### src/verilog/dcl_defs.vh
// Constants for the daisy-chain single-wire link node
`ifndef DCL_DEFS_VH
`define DCL_DEFS_VH
// Header word fields
`define DCL_HDR_GLOBAL      0
`define DCL_HDR_READ        1
`define DCL_HDR_COMMAND     2
`define DCL_HDR_FIELD_LSB   3
`define DCL_HDR_FIELD_MSB   7
// Command codes
`define DCL_CMD_ADDR_INIT   8'h95
`define DCL_CMD_LAST_POLL   8'h57
`define DCL_CMD_SOFT_RESET  8'h5D
`define DCL_CMD_ALERT_CLR1  8'hB5
`define DCL_CMD_ALERT_CLR2  8'h75
// Calibration: five falling edges of 55h span eight bit times
`define DCL_CAL_FALLS       3'h4
`define DCL_CAL_SHIFT       3
// Timing: clock rate and documented times
`define DCL_CLK_HZ          10000000
`define DCL_INIT_GAP_MS     7
`define DCL_INIT_TIMEOUT_MS 1000
`define DCL_OP_TIMEOUT_MS   35
`define DCL_CYC_PER_MS      (`DCL_CLK_HZ / 1000)
// Register file reset value after reset or soft reset
`define DCL_REG_DEFAULT     16'h0000
// Register bus offsets and fields
`define DCL_OFS_STATUS      8'h00
`define DCL_OFS_CONTROL     8'h04
`define DCL_OFS_REGS        8'h40
`define DCL_CTRL_RESPOND    0
`define DCL_CTRL_RESET      1'h1
`define DCL_RESP_OKAY       2'h0
`define DCL_RESP_SLVERR     2'h2
`endif

### src/verilog/dcl_link.v
// Daisy-chain single-wire link node with AXI4-Lite register access
`timescale 1ns/1ns
`include "dcl_defs.vh"

////////////////////////////////////////////////////////////////////////////
// Byte receiver at a measured bit period
module dcl_rx (
  input  wire        mclk,    // System clock
  input  wire        reset_n, // Async reset, active low
  input  wire        en,      // Receiver enabled
  input  wire        line,    // Synchronised line level
  input  wire [15:0] period,  // Clocks per bit
  output reg         vld,     // One-cycle pulse, byte received
  output reg  [7:0]  data     // Received byte
);
  reg        armed;
  reg        busy;
  reg [15:0] cnt;
  reg [3:0]  bits;

  // Start-bit search, mid-bit sampling, stop check
  always @(posedge mclk or negedge reset_n) begin
    if (!reset_n) begin
      armed <= 1'b0;
      busy  <= 1'b0;
      cnt   <= 16'h0000;
      bits  <= 4'h0;
      vld   <= 1'b0;
      data  <= 8'h00;
    end else begin
      vld <= 1'b0;
      if (!en) begin
        armed <= 1'b0;
        busy  <= 1'b0;
      end else if (!busy) begin
        if (line)
          armed <= 1'b1;
        else if (armed) begin
          busy  <= 1'b1;
          armed <= 1'b0;
          cnt   <= {1'b0, period[15:1]};
          bits  <= 4'h0;
        end
      end else if (cnt != 16'h0000) begin
        cnt <= cnt - 16'h0001;
      end else begin
        cnt  <= period - 16'h0001;
        bits <= bits + 4'h1;
        if (bits == 4'h0 && line)
          busy <= 1'b0;
        else if (bits == 4'h9) begin
          busy <= 1'b0;
          vld  <= line;
        end else if (bits != 4'h0)
          data <= {line, data[7:1]};
      end
    end
  end
endmodule

////////////////////////////////////////////////////////////////////////////
module dcl_link #(
  parameter INIT_GAP_CYC     = `DCL_INIT_GAP_MS * `DCL_CYC_PER_MS,
  parameter INIT_TIMEOUT_CYC = `DCL_INIT_TIMEOUT_MS * `DCL_CYC_PER_MS,
  parameter OP_TIMEOUT_CYC   = `DCL_OP_TIMEOUT_MS * `DCL_CYC_PER_MS
) (
  input  wire        mclk,        // System clock, 10 MHz
  input  wire        reset_n,     // Async reset, active low
  input  wire        up_in,       // Upstream port, line level in
  output reg         up_out,      // Upstream port, line level out
  output reg         up_oe_n,     // Upstream port drive enable, low drives
  input  wire        dn_in,       // Downstream port, line level in
  output reg         dn_out,      // Downstream port, line level out
  output reg         dn_oe_n,     // Downstream port drive enable, low drives
  input  wire [31:0] s_axi_awaddr,  // Write address
  input  wire        s_axi_awvalid, // Write address valid
  output reg         s_axi_awready, // Write address ready
  input  wire [31:0] s_axi_wdata,   // Write data
  input  wire [3:0]  s_axi_wstrb,   // Write byte strobes
  input  wire        s_axi_wvalid,  // Write data valid
  output reg         s_axi_wready,  // Write data ready
  output reg  [1:0]  s_axi_bresp,   // Write response
  output reg         s_axi_bvalid,  // Write response valid
  input  wire        s_axi_bready,  // Write response ready
  input  wire [31:0] s_axi_araddr,  // Read address
  input  wire        s_axi_arvalid, // Read address valid
  output reg         s_axi_arready, // Read address ready
  output reg  [31:0] s_axi_rdata,   // Read data
  output reg  [1:0]  s_axi_rresp,   // Read response
  output reg         s_axi_rvalid,  // Read data valid
  input  wire        s_axi_rready   // Read data ready
);
  localparam [12:0] S_IDLE = 13'h0001, S_CAL  = 13'h0002, S_HDR  = 13'h0004;
  localparam [12:0] S_PTR  = 13'h0008, S_WDAT = 13'h0010, S_RWAIT = 13'h0020;
  localparam [12:0] S_POLL = 13'h0040, S_TXO  = 13'h0080, S_IASN = 13'h0100;
  localparam [12:0] S_IPRG = 13'h0200, S_ITXU = 13'h0400, S_ITXD = 13'h0800;
  localparam [12:0] S_IRLY = 13'h1000;

  reg [12:0] st;
  reg        up_s1, up_s2, up_s3, dn_s1, dn_s2;
  reg [19:0] cal_cnt;
  reg [2:0]  falls;
  reg [15:0] period;
  reg [7:0]  hdr;
  reg [3:0]  ptr;
  reg [7:0]  wlo;
  reg        wbyte;
  reg [5:0]  need;
  reg [5:0]  rcnt;
  reg [4:0]  pos;
  reg        is_last;
  reg [23:0] wd;
  reg [23:0] gap;
  reg [10:0] tx_sh;
  reg        tx_busy, tx_up, tx_pend;
  reg [7:0]  tx_hold;
  reg [15:0] tx_cnt;
  reg [3:0]  tx_bits;
  reg [15:0] regs [0:15];
  reg        resp_en;
  reg        aw_hold, w_hold, sw_we;
  reg [7:0]  aw_ofs, ar_ofs;
  reg [31:0] w_data;
  reg [3:0]  w_strb;
  reg        aw_bad;
  integer    i;

  wire       up_vld, dn_vld;
  wire [7:0] up_data, dn_data;
  wire       glob  = hdr[`DCL_HDR_GLOBAL];
  wire       rd    = hdr[`DCL_HDR_READ];
  wire [4:0] fld   = hdr[`DCL_HDR_FIELD_MSB:`DCL_HDR_FIELD_LSB];
  wire       up_rx_en = |(st & (S_HDR | S_PTR | S_WDAT | S_IASN));
  wire       dn_rx_en = |(st & (S_RWAIT | S_POLL | S_IRLY));

  // Frame with one idle bit ahead, start, data LSB first, stop
  function [10:0] dcl_frame;
    input [7:0] b;
    dcl_frame = {1'b1, b, 1'b0, 1'b1};
  endfunction

  // global or single selection
  // Selection: global covers positions up to field, individual exact
  function dcl_sel;
    input       g;
    input [4:0] p;
    input [4:0] f;
    dcl_sel = g ? (p <= f) : (p == f);
  endfunction

  dcl_rx u_up_rx (.mclk(mclk), .reset_n(reset_n), .en(up_rx_en), .line(up_s2),
                  .period(period), .vld(up_vld), .data(up_data));
  dcl_rx u_dn_rx (.mclk(mclk), .reset_n(reset_n), .en(dn_rx_en), .line(dn_s2),
                  .period(period), .vld(dn_vld), .data(dn_data));

  ////////////////////////////////////////////////////////////////////////////
  // Pin synchronisers, idle high
  always @(posedge mclk or negedge reset_n) begin
    if (!reset_n) begin
      up_s1 <= 1'b1;
      up_s2 <= 1'b1;
      up_s3 <= 1'b1;
      dn_s1 <= 1'b1;
      dn_s2 <= 1'b1;
    end else begin
      up_s1 <= up_in;
      up_s2 <= up_s1;
      up_s3 <= up_s2;
      dn_s1 <= dn_in;
      dn_s2 <= dn_s1;
    end
  end

  // Pin drivers: own transmitter first, otherwise relay
  always @(posedge mclk or negedge reset_n) begin
    if (!reset_n) begin
      up_out  <= 1'b1;
      up_oe_n <= 1'b1;
      dn_out  <= 1'b1;
      dn_oe_n <= 1'b1;
    end else begin
      up_out  <= (tx_busy && tx_up) ? tx_sh[0] : dn_s2;
      up_oe_n <= ~((tx_busy && tx_up) || |(st & (S_RWAIT | S_POLL | S_IRLY)));
      dn_out  <= (tx_busy && !tx_up) ? tx_sh[0] : up_s2;
      dn_oe_n <= ~((tx_busy && !tx_up) ||
                   |(st & (S_IDLE | S_CAL | S_HDR | S_PTR | S_WDAT)));
    end
  end

  ////////////////////////////////////////////////////////////////////////////
  // Protocol engine, transmitter and register file
  always @(posedge mclk or negedge reset_n) begin
    if (!reset_n) begin
      st <= S_IDLE;
      cal_cnt <= 20'h00000;
      falls <= 3'h0;
      period <= 16'h0001;
      hdr <= 8'h00;
      ptr <= 4'h0;
      wlo <= 8'h00;
      wbyte <= 1'b0;
      need <= 6'h00;
      rcnt <= 6'h00;
      pos <= 5'h00;
      is_last <= 1'b0;
      wd <= 24'h000000;
      gap <= 24'h000000;
      tx_sh <= 11'h7FF;
      tx_busy <= 1'b0;
      tx_up <= 1'b1;
      tx_pend <= 1'b0;
      tx_hold <= 8'h00;
      tx_cnt <= 16'h0000;
      tx_bits <= 4'h0;
      for (i = 0; i < 16; i = i + 1)
        regs[i] <= `DCL_REG_DEFAULT;
    end else begin
      // bit serialiser, second byte follows the first
      if (tx_busy) begin
        if (tx_cnt != 16'h0000)
          tx_cnt <= tx_cnt - 16'h0001;
        else begin
          tx_cnt  <= period - 16'h0001;
          tx_sh   <= {1'b1, tx_sh[10:1]};
          tx_bits <= tx_bits + 4'h1;
          if (tx_bits == 4'hA) begin
            tx_bits <= 4'h0;
            tx_busy <= tx_pend;
            tx_pend <= 1'b0;
            if (tx_pend)
              tx_sh <= dcl_frame(tx_hold);
          end
        end
      end
      // Software access to the register file
      if (sw_we)
        regs[aw_ofs[5:2]] <= {w_strb[1] ? w_data[15:8] : regs[aw_ofs[5:2]][15:8],
                              w_strb[0] ? w_data[7:0] : regs[aw_ofs[5:2]][7:0]};
      // Watchdog restarts on traffic
      if (st == S_IDLE || up_vld || dn_vld)
        wd <= 24'h000000;
      else
        wd <= wd + 24'h000001;
      case (st)
        S_IDLE: begin
          // only a host start bit opens an operation
          if (!up_s2 && up_s3) begin
            st <= S_CAL;
            // The detecting cycle already counts, so eight bits give 8 x period
            cal_cnt <= 20'h00001;
            falls <= 3'h0;
          end
        end
        S_CAL: begin
          cal_cnt <= cal_cnt + 20'h00001;
          if (!up_s2 && up_s3) begin
            falls <= falls + 3'h1;
            if (falls == `DCL_CAL_FALLS - 3'h1) begin
              period <= cal_cnt[15 + `DCL_CAL_SHIFT:`DCL_CAL_SHIFT];
              st <= (cal_cnt[19:`DCL_CAL_SHIFT] == 17'h00000) ? S_IDLE : S_HDR;
            end
          end
          if (cal_cnt == 20'hFFFFF)
            st <= S_IDLE;
        end
        S_HDR: if (up_vld) begin
          hdr <= up_data;
          if (up_data[`DCL_HDR_COMMAND]) begin
            case (up_data)
              `DCL_CMD_ADDR_INIT: st <= S_IASN;
              `DCL_CMD_LAST_POLL: begin
                if (is_last && resp_en) begin
                  tx_sh <= dcl_frame({pos, 3'h0});
                  tx_busy <= 1'b1;
                  tx_up <= 1'b1;
                  tx_bits <= 4'h0;
                  tx_cnt <= period - 16'h0001;
                  st <= S_TXO;
                end else
                  st <= S_POLL; // never answer, only relay
              end
              `DCL_CMD_SOFT_RESET: begin
                for (i = 0; i < 16; i = i + 1)
                  regs[i] <= `DCL_REG_DEFAULT;
                st <= S_IDLE;
              end
              default: st <= S_IDLE;
            endcase
          end else
            st <= S_PTR; // pointer only for address ops
        end
        S_PTR: if (up_vld) begin
          ptr <= up_data[3:0];
          wbyte <= 1'b0;
          rcnt <= 6'h00;
          if (!rd)
            st <= S_WDAT;
          else if (pos == fld && resp_en) begin
            tx_sh <= dcl_frame(regs[up_data[3:0]][7:0]);
            tx_hold <= regs[up_data[3:0]][15:8];
            tx_pend <= 1'b1;
            tx_busy <= 1'b1;
            tx_up <= 1'b1;
            tx_bits <= 4'h0;
            tx_cnt <= period - 16'h0001;
            st <= S_TXO;
          end else if (pos < fld) begin
            need <= glob ? ({1'b0, fld - pos} << 1) : 6'h02;
            st <= S_RWAIT;
          end else
            st <= S_IDLE; // out of range, relay only
        end
        S_WDAT: if (up_vld) begin
          wbyte <= 1'b1;
          wlo <= up_data;
          if (wbyte) begin
            st <= S_IDLE;
            if (dcl_sel(glob, pos, fld) && resp_en)
              regs[ptr] <= {up_data, wlo}; // store data
          end
        end
        S_RWAIT: if (dn_vld) begin
          rcnt <= rcnt + 6'h01;
          if (rcnt + 6'h01 == need) begin
            if (glob && resp_en) begin
              tx_sh <= dcl_frame(regs[ptr][7:0]);
              tx_hold <= regs[ptr][15:8];
              tx_pend <= 1'b1;
              tx_busy <= 1'b1;
              tx_up <= 1'b1;
              tx_bits <= 4'h0;
              tx_cnt <= period - 16'h0001;
              st <= S_TXO;
            end else
              st <= S_IDLE;
          end
        end
        S_POLL: if (dn_vld)
          st <= S_IDLE;
        S_TXO: if (!tx_busy)
          st <= S_IDLE;
        S_IASN: if (up_vld) begin
          pos <= up_data[`DCL_HDR_FIELD_MSB:`DCL_HDR_FIELD_LSB];
          gap <= 24'h000000;
          st <= S_IPRG;
        end
        S_IPRG: begin
          gap <= gap + 24'h000001;
          if (gap == INIT_GAP_CYC - 1) begin
            tx_sh <= dcl_frame({pos, 3'h0});
            tx_busy <= 1'b1;
            tx_up <= 1'b1;
            tx_bits <= 4'h0;
            tx_cnt <= period - 16'h0001;
            st <= S_ITXU;
          end
        end
        S_ITXU: if (!tx_busy) begin
          tx_sh <= dcl_frame({pos + 5'h01, 3'h0});
          tx_busy <= 1'b1;
          tx_up <= 1'b0;
          tx_bits <= 4'h0;
          tx_cnt <= period - 16'h0001;
          st <= S_ITXD;
        end
        S_ITXD: if (!tx_busy) begin
          gap <= 24'h000000;
          st <= S_IRLY;
        end
        S_IRLY: begin
          gap <= gap + 24'h000001;
          if (dn_vld) begin
            gap <= 24'h000000;
            is_last <= 1'b0;
          end else if (gap == 2 * INIT_GAP_CYC) begin
            // last flag fixed at init only
            is_last <= (rcnt == 6'h00) ? 1'b1 : is_last;
            st <= S_IDLE;
          end
          if (dn_vld)
            rcnt <= 6'h01;
        end
        default: st <= S_IDLE;
      endcase
      // init stall releases after one second
      if (|(st & (S_IASN | S_IPRG | S_ITXU | S_ITXD | S_IRLY)) &&
          wd == INIT_TIMEOUT_CYC - 1)
        st <= S_IDLE;
      // other operations give up after 35 ms
      if (|(st & (S_CAL | S_HDR | S_PTR | S_WDAT | S_RWAIT | S_POLL)) &&
          wd == OP_TIMEOUT_CYC - 1)
        st <= S_IDLE;
      if (st == S_ITXD)
        rcnt <= 6'h00;
    end
  end

  ////////////////////////////////////////////////////////////////////////////
  // AXI4-Lite write channel
  always @(posedge mclk or negedge reset_n) begin
    if (!reset_n) begin
      s_axi_awready <= 1'b0;
      s_axi_wready  <= 1'b0;
      s_axi_bvalid  <= 1'b0;
      s_axi_bresp   <= `DCL_RESP_OKAY;
      aw_hold <= 1'b0;
      w_hold  <= 1'b0;
      aw_ofs  <= 8'h00;
      aw_bad  <= 1'b0;
      w_data  <= 32'h0000_0000;
      w_strb  <= 4'h0;
      sw_we   <= 1'b0;
      resp_en <= `DCL_CTRL_RESET;
    end else begin
      sw_we <= 1'b0;
      s_axi_awready <= !aw_hold && !(s_axi_awvalid && s_axi_awready);
      s_axi_wready  <= !w_hold && !(s_axi_wvalid && s_axi_wready);
      if (s_axi_awvalid && s_axi_awready) begin
        aw_hold <= 1'b1;
        aw_ofs  <= s_axi_awaddr[7:0];
        aw_bad  <= (s_axi_awaddr[31:8] != 24'h000000) ||
                   !(s_axi_awaddr[7:0] == `DCL_OFS_CONTROL ||
                     s_axi_awaddr[7:6] == 2'h1);
      end
      if (s_axi_wvalid && s_axi_wready) begin
        w_hold <= 1'b1;
        w_data <= s_axi_wdata;
        w_strb <= s_axi_wstrb;
      end
      // Both halves held: commit and answer
      if (aw_hold && w_hold && !s_axi_bvalid) begin
        s_axi_bvalid <= 1'b1;
        s_axi_bresp  <= aw_bad ? `DCL_RESP_SLVERR : `DCL_RESP_OKAY;
        if (!aw_bad && aw_ofs == `DCL_OFS_CONTROL && w_strb[0])
          resp_en <= w_data[`DCL_CTRL_RESPOND];
        sw_we <= !aw_bad && aw_ofs[7:6] == 2'h1;
      end
      if (s_axi_bvalid && s_axi_bready) begin
        s_axi_bvalid <= 1'b0;
        aw_hold <= 1'b0;
        w_hold  <= 1'b0;
      end
    end
  end

  // AXI4-Lite read channel
  always @(posedge mclk or negedge reset_n) begin
    if (!reset_n) begin
      s_axi_arready <= 1'b0;
      s_axi_rvalid  <= 1'b0;
      s_axi_rdata   <= 32'h0000_0000;
      s_axi_rresp   <= `DCL_RESP_OKAY;
      ar_ofs <= 8'h00;
    end else begin
      s_axi_arready <= !s_axi_rvalid && !(s_axi_arvalid && s_axi_arready);
      if (s_axi_arvalid && s_axi_arready) begin
        ar_ofs <= s_axi_araddr[7:0];
        s_axi_rvalid <= 1'b1;
        s_axi_rresp  <= `DCL_RESP_OKAY;
        s_axi_rdata  <= 32'h0000_0000;
        if (s_axi_araddr[31:8] != 24'h000000)
          s_axi_rresp <= `DCL_RESP_SLVERR;
        else if (s_axi_araddr[7:0] == `DCL_OFS_STATUS)
          s_axi_rdata <= {period, 9'h000, st != S_IDLE, is_last, pos};
        else if (s_axi_araddr[7:0] == `DCL_OFS_CONTROL)
          s_axi_rdata <= {31'h0000_0000, resp_en};
        else if (s_axi_araddr[7:6] == 2'h1)
          s_axi_rdata <= {16'h0000, regs[s_axi_araddr[5:2]]};
        else
          s_axi_rresp <= `DCL_RESP_SLVERR;
      end else if (s_axi_rvalid && s_axi_rready)
        s_axi_rvalid <= 1'b0;
    end
  end
endmodule

### config.mk
export PLATFORM = sky130hd
export DESIGN_NAME = dcl_link
export DESIGN_NICKNAME = d
export VERILOG_FILES = /design/src/verilog/dcl_link.v
export VERILOG_INCLUDE_DIRS = /design/src /design/src/verilog
export SDC_FILE = /design/constraint.sdc
export NUM_CORES = 2
export LEC_CHECK = 0
export BUFFER_PORTS_ARGS = -buffer_cell sky130_fd_sc_hd__buf_4
export CORE_UTILIZATION = 37
export CTS_BUF_LIST = sky130_fd_sc_hd__clkbuf_2 sky130_fd_sc_hd__clkbuf_4 sky130_fd_sc_hd__clkbuf_8
export DETAILED_ROUTE_END_ITERATION = 8
export GPL_ROUTABILITY_DRIVEN = 1
export SETUP_SLACK_MARGIN = 0.05
export SLEW_MARGIN = 25
export SYNTH_ARGS = -nofsm -noshare
export SYNTH_HDL_FRONTEND = slang
export SYNTH_SLANG_ARGS = --single-unit
### constraint.sdc
create_clock -name mclk -period 3.4 [get_ports mclk]
set_input_delay 0.34 -clock mclk [delete_from_list [all_inputs] [get_ports mclk]]
set_output_delay 0.34 -clock mclk [all_outputs]
set_load 0.02 [all_outputs]
Yosys cells after proc, flatten, opt, wreduce, memory -nomap -nowiden:

Cells that the tools add are included.

* output and inout port bits: 45
* input bits: 109
* logic and storage cells: 516
* register bits after elaboration: 572

* reductions and logical operators: 94
* order comparisons: 8
* add/sub/neg operators: 14
* bitwise gates (word level): 10
* muxes and demuxes: 240
* equality and inequality tests: 77

Operators with widths (count)
* 256-bit two-way mux: 7
* 16-bit two-way mux: 34
* 256-bit bitwise mux: 2
* 256-bit one-hot mux with 2 select lines: 1
* 13-bit two-way mux: 21
* 16-bit binary-select mux with 4-bit select: 4
* 13-bit one-hot mux with 13 select lines: 1
* 11-bit two-way mux: 14
* 16-bit demux with 4-bit select: 2
* 24-bit two-way mux: 4
* 8-bit two-way mux: 12
* 24-bit one-hot mux with 4 select lines: 1
* 4-bit two-way mux: 23
* 1-bit two-way mux: 83
* 16-bit one-hot mux with 5 select lines: 1
* 32-bit two-way mux: 2
* 16-bit by 1-bit subtractor with 16-bit output (second input constant): 4
* 11-bit one-hot mux with 5 select lines: 1
* 24-bit by 1-bit adder with 24-bit output (second input constant): 2
* 16-bit nonzero test: 3
* 24-bit nonzero test: 2
* 20-bit one-hot mux with 2 select lines: 1
* 6-bit two-way mux: 6
* 4-bit inequality test (second input constant): 8
* 78 further kinds: 204

Logic depth before layout (Yosys ltp):

* word-level depth: 12
* gate-level depth with buffers: 11
* mapped depth without buffers: 10

By module:

A second synthesis with hierarchy kept.

* cell total of the unflattened synthesis: 3700
* area total of the unflattened synthesis: 38325.5 um^2

By module, submodules not included
* dcl_link: instances 1, cells each 3229, area an instance 34072.7 um^2, sequential area each 12892.4 um^2
* dcl_rx at u_dn_rx: instances 1, cells each 232, area an instance 2127.0 um^2, sequential area each 775.7 um^2
* dcl_rx at u_up_rx: instances 1, cells each 239, area an instance 2125.8 um^2, sequential area each 775.7 um^2

Worst setup path before layout:

OpenSTA, ideal clock, no wires.

* path type: reg-to-reg
* start point: register pos[1]
* end point: register regs[112] in the netlist's numbering
* library setup time: 0.130 ns
* cell stages (with the launch flop): 12
* buffers on the path: 2
* arrival time: 2.658 ns
* path slack: 0.611 ns
* clock period less this slack: 2.789 ns
* required time: 3.270 ns
* cell sequence: dfrtp_1 > inv_1 > ha_1 > nor2b_1 > o21ai_1 > a21oi_1 > o21ai_1 > clkbuf_1 > a21boi_0 > clkbuf_1 > a221oi_1 > a21oi_1

* longest elaborated chain between the ends: 7
* elaborated cells between the ends (all ways): 8
* those cells by class: order compare (1); eq/ne (1); mux (5); reduce/logical (1)

RTL lines
* from (decl): RTL line dcl_link.v:110 `reg [4:0] pos;`
* from (signal assigned): RTL line dcl_link.v:343 `` pos <= up_data[`DCL_HDR_FIELD_MSB:`DCL_HDR_FIELD_LSB]; ``
* 5-bit <= comparator or 5-bit == test (tied branches): RTL line dcl_link.v:148 `dcl_sel = g ? (p <= f) : (p == f);`
* 1-bit two-way mux (*): RTL line dcl_link.v:148
* 1-bit logical AND (*): RTL line dcl_link.v:318 `if (dcl_sel(glob, pos, fld) && resp_en)`
* 256-bit two-way mux (*): RTL line dcl_link.v:318
* 256-bit two-way mux (*): RTL line dcl_link.v:316 `if (wbyte) begin`
* 256-bit two-way mux (*): RTL line dcl_link.v:313 `S_WDAT: if (up_vld) begin`
* 256-bit one-hot mux with 2 select lines (*): RTL line dcl_link.v:244 `case (st)`
* to (signal, indexed assignment): RTL line dcl_link.v:237 `regs[aw_ofs[5:2]] <= {w_strb[1] ? w_data[15:8] : regs[aw_ofs[5:2]][15:8],`
* to (signal, indexed assignment): RTL line dcl_link.v:284 `` regs[i] <= `DCL_REG_DEFAULT; ``
* to (signal, indexed assignment): RTL line dcl_link.v:319 `regs[ptr] <= {up_data, wlo};`
* to (decl): RTL line dcl_link.v:119 `reg [15:0] regs [0:15];`

Mark *: on every way between the ends. The rest lies on a longest branch, timed or not.
A chain may end at the register's enable or synchronous reset.

Worst setup path after layout:

* start point: register period[1]
* end point: register u_dn_rx.cnt[14]

* longest elaborated chain between the ends: 3

RTL lines
* from (decl): RTL line dcl_link.v:103 `reg [15:0] period;`
* from (signal assigned): RTL line dcl_link.v:259 `` period <= cal_cnt[15 + `DCL_CAL_SHIFT:`DCL_CAL_SHIFT]; ``
* 16-bit by 1-bit subtractor with 16-bit output: RTL line dcl_link.v:47 `cnt <= period - 16'h0001;`
* 16-bit two-way mux: RTL line dcl_link.v:44 `end else if (cnt != 16'h0000) begin`
* 16-bit two-way mux: RTL line dcl_link.v:35 `end else if (!busy) begin`
* to (signal assigned): RTL line dcl_link.v:41 `cnt <= {1'b0, period[15:1]};`
* to (signal assigned): RTL line dcl_link.v:45 `cnt <= cnt - 16'h0001;`
* to (signal assigned): RTL line dcl_link.v:47
* to (decl): RTL line dcl_link.v:18 `reg [15:0] cnt;`

No other way between the ends.

==> flow_summary.json <==
{
  "finalCriticalPeriod_ns": 3.203,
  "vias": 36340,
  "die_h_um": 327.2,
  "antenna_left": 0,
  "cts_buffer_depth": 3,
  "worst_pin_slew_ns": 1.018,
  "nets": 4283,
  "hold_depth": 4,
  "crit_required_ns": 4.04,
  "grt_pass1_vias": 34740,
  "fillers": 9979,
  "start_util_pct": 37.55,
  "finalClockSkew_ns": 0.05442,
  "switching_share_pct": 36.74,
  "synthesis.area_um2": 39140,
  "row_count": 118,
  "drv_slew": 0,
  "synthArstFlopShare_pct": 100.0,
  "worstSetupStartpoint": "period[1]",
  "synthesis.instances": 3974,
  "synth_area_leader_cell": "dfrtp_1",
  "antenna_found_initial": 5,
  "power.switching_mw": 9.315,
  "synth_cell_types": 99,
  "power.density_nw_per_um2": 557.5,
  "syn2layout_area_growth_pct": 16.20,
  "final_hold_viol_count": 0,
  "cts_buffers": 102,
  "postSynthAreaPerCell_um2": 9.849,
  "cp.arrival_ns": 3.85,
  "final_common_cell": "dfrtp_1",
  "timing.rr.end": "u_dn_rx.cnt[14]",
  "path_max_fanout": 6,
  "rr_worst_depth": 8,
  "synth_seq_cells": 568,
  "coreArea_um2": 104200,
  "grtUsageTotal_pct": 27.51,
  "cellLeakagePower_nw": 17.99,
  "gp_congestion": 0.9437,
  "clkLatencyLatePin_ns": 0.77,
  "dpl_cell_area_um2": 42690,
  "grt_pass1_wl_um": 223100,
  "seq_area_frac_synth_pct": 36.39,
  "clock-sinks": 568,
  "yosys_warnings": 0,
  "overflow": 0,
  "p_seq_share_pct": 38.3,
  "reg2reg_slack_ns": 0.20,
  "hold_end": "s_axi_rdata[0]",
  "cts_tree": "done",
  "cap_violations": 0,
  "finalSetupViolations": 0,
  "crit_buf_inv": 1,
  "comb_power_share_pct": 32.5,
  "setup_slack_ns": 0.1974,
  "drt-initial-drc-count": 4510,
  "fin_crit_sh_pct": 94.20,
  "ir_worst_vdd_mv": 0.5099,
  "fp.dieArea_um2": 107100,
  "outcome": "completed",
  "clk_pin_slew_ns": 0.06,
  "max_stage_delay_ns": 0.68,
  "maxSlewHeadroom_pct": 31.90,
  "design_area_um2": 45480,
  "grt_max_degree": 88,
  "clock_tree.root_cell": "clkbuf_8",
  "cp_top_family": "simple AND/OR/NAND/NOR gates",
  "power.total_mw": 25.36,
  "finalSetupTns_ns": 0,
  "synthTopCellsByArea": "dfrtp_1 (35%), mux4_2 (17%), o21ai_0 (4.7%)",
  "seq_area_um2": 14270,
  "fmax_mhz": 312.2,
  "holdCritStartpoint": "s_axi_araddr[7]",
  "crit_chain": "inv_1, ha_1, or4b_2, o41ai_1, and2_1, mux2_2, nor3_1, a221o_1",
  "crit_slowest_cell": "or4b_2",
  "drive_gt1_share_pct": 24.65,
  "place_hpwl_um": 98490,
  "synth_top_area_share_pct": 34.78,
  "ios": 154,
  "fp.dieW_um": 327.2,
  "dp_worst_setup_slack_ns": 0.2569,
  "layout.cells.most_common_list": "dfrtp_1 (535), nor2_1 (379), o21ai_0 (363)",
  "r2r_start": "period[1]",
  "rsz0062_at_grt": "no",
  "drt_wl_total_um": 149400,
  "synth_ff_type": "dfrtp_1",
  "holdCritPathClass": "input pin to register",
  "start_kind": "register",
  "wl_per_cell_um": 26.60,
  "io_buffers": 133,
  "worstSetupEndpointType": "register",
  "detail_route.vias_per_cell": 6.473,
  "htreeDepth": 3,
  "drc_errors": 0,
  "clkPwrFrac_pct": 29.2,
  "synth_edf_count": 0,
  "multiInputGateArea_um2": 23410,
  "cellInternalPower_mw": 16.04,
  "critical_path_class": "register to register",
  "drt_pre_antenna_iters": 6
}
==> final cells by class <==
| cell class | count | share of cell area, % |
|---|---|---|
| diodes | 3 | 0.01651 |
| clock buffers | 165 | 4.594 |
| clock inverters | 23 | 0.5090 |
| inverters | 69 | 0.5695 |
| multi-input cells | 3006 | 51.47 |
| flip-flops and latches | 568 | 31.38 |
| well taps | 1380 | 3.797 |
| repair buffers | 400 | 7.665 |
==> synthesized netlist by cell type (24+ instances only) <==
| library cell | number |
|---|---|
| a211oi_1 | 98 |
| a21o_1 | 37 |
| a21oi_1 | 305 |
| a221oi_1 | 54 |
| a22o_1 | 33 |
| a22oi_1 | 30 |
| and2_1 | 33 |
| buf_1 | 33 |
| buf_2 | 66 |
| clkbuf_1 | 220 |
| dfrtp_1 | 544 |
| dfstp_2 | 24 |
| ha_1 | 26 |
| inv_1 | 67 |
| mux2_2 | 81 |
| mux2i_1 | 64 |
| mux4_2 | 304 |
| nand2_1 | 298 |
| nand3_1 | 82 |
| nand4_1 | 43 |
| nor2_1 | 381 |
| nor3_1 | 63 |
| nor4_1 | 41 |
| o21a_1 | 73 |
| o21ai_0 | 365 |
| o21ai_1 | 34 |
| o22ai_1 | 113 |
| xnor2_1 | 54 |
| xor2_1 | 42 |
==> tightest hold or removal path, stage by stage <==
cell and delay, ns:
buf_4 0.11, inv_1 0.06, a31oi_1 0.12, o21ai_0 0.13
==> metal layers <==
metal / up-vias / track usage (%) / part of all wire [%]
li1: 15590 / - / -
met1: 17960 / 35.39 / 38
met2: 2227 / 42.02 / 45
met3: 557 / 6.958 / 11
met4: 2 / 15.94 / 6.4
met5: - / 0.04437 / 0.0074
==> repair_timing <==
action / 4_1_cts / 5_1_grt
hold buffers: 45 / 0
gates resized for setup: 0 / 2
hold endpoints to repair: 107 / 0
setup endpoints to repair: 0 / 3
setup buffers: 0 / 0
==> power by group through the flow <==
stage | clock, mW | sequential (mW) | combinational, mW
floorplan | 0 | 9.00 | 5.83
global placement | 0 | 9.65 | 7.91
detailed placement | 0 | 9.71 | 8.05
CTS | 7.48 | 9.60 | 8.11
global route | 7.78 | 9.85 | 8.81
finish | 7.41 | 9.71 | 8.23
==> sequential cells by signal, indices dropped and copies added, names as in the netlist, 4 cells and up <==
| signal | count |
|---|---|
| tx_cnt | 16 |
| wlo | 8 |
| tx_sh | 11 |
| hdr | 7 |
| w_data | 16 |
| u_up_rx.data | 8 |
| need | 5 |
| u_dn_rx.bits | 4 |
| aw_ofs | 8 |
| period | 16 |
| st | 13 |
| s_axi_rdata | 32 |
| u_up_rx.bits | 4 |
| pos | 5 |
| tx_hold | 8 |
| u_up_rx.cnt | 16 |
| u_dn_rx.cnt | 16 |
| ptr | 4 |
| rcnt | 6 |
| gap | 24 |
| regs | 256 |
| tx_bits | 4 |
| wd | 24 |
| cal_cnt | 20 |
==> cells by family after synthesis <==
family / count (synthesis) / synth area share (%)
buf+inv: 401 / 4.201
compound gates: 1304 / 20.88
xor+xnor: 98 / 2.263
simple gates: 1126 / 13.91
mux: 449 / 21.46
fa+ha+maj: 27 / 0.8823
flops: 568 / 36.39
other cells: 1 / 0.009581
==> through the flow <==
step	hold slack (ns)	util, %	cells
2_1_floorplan	0.04441	-	3975
6_report	0.06321	43.63	5614
4_1_cts	0.01469	43.61	5611
5_1_grt	0.04933	43.63	5614
3_3_place_gp	0.3470	40.95	5378
3_5_place_dp	0.3491	40.95	5378
==> worst max path at each step <==
stage / end / slack [ns] / cells past startpoint
final: u_dn_rx.cnt[14] / 0.20 / 8
after global routing: tx_sh[10] / 0.07 / 8
after CTS: tx_sh[10] / 0.23 / 8
after detailed placement: tx_sh[10] / 0.26 / 8
after global placement: tx_cnt[4] / 0.30 / 9
after floorplan: regs[112] / 0.61 / 11
No activity file was read; power rests on OpenSTA's default activity.
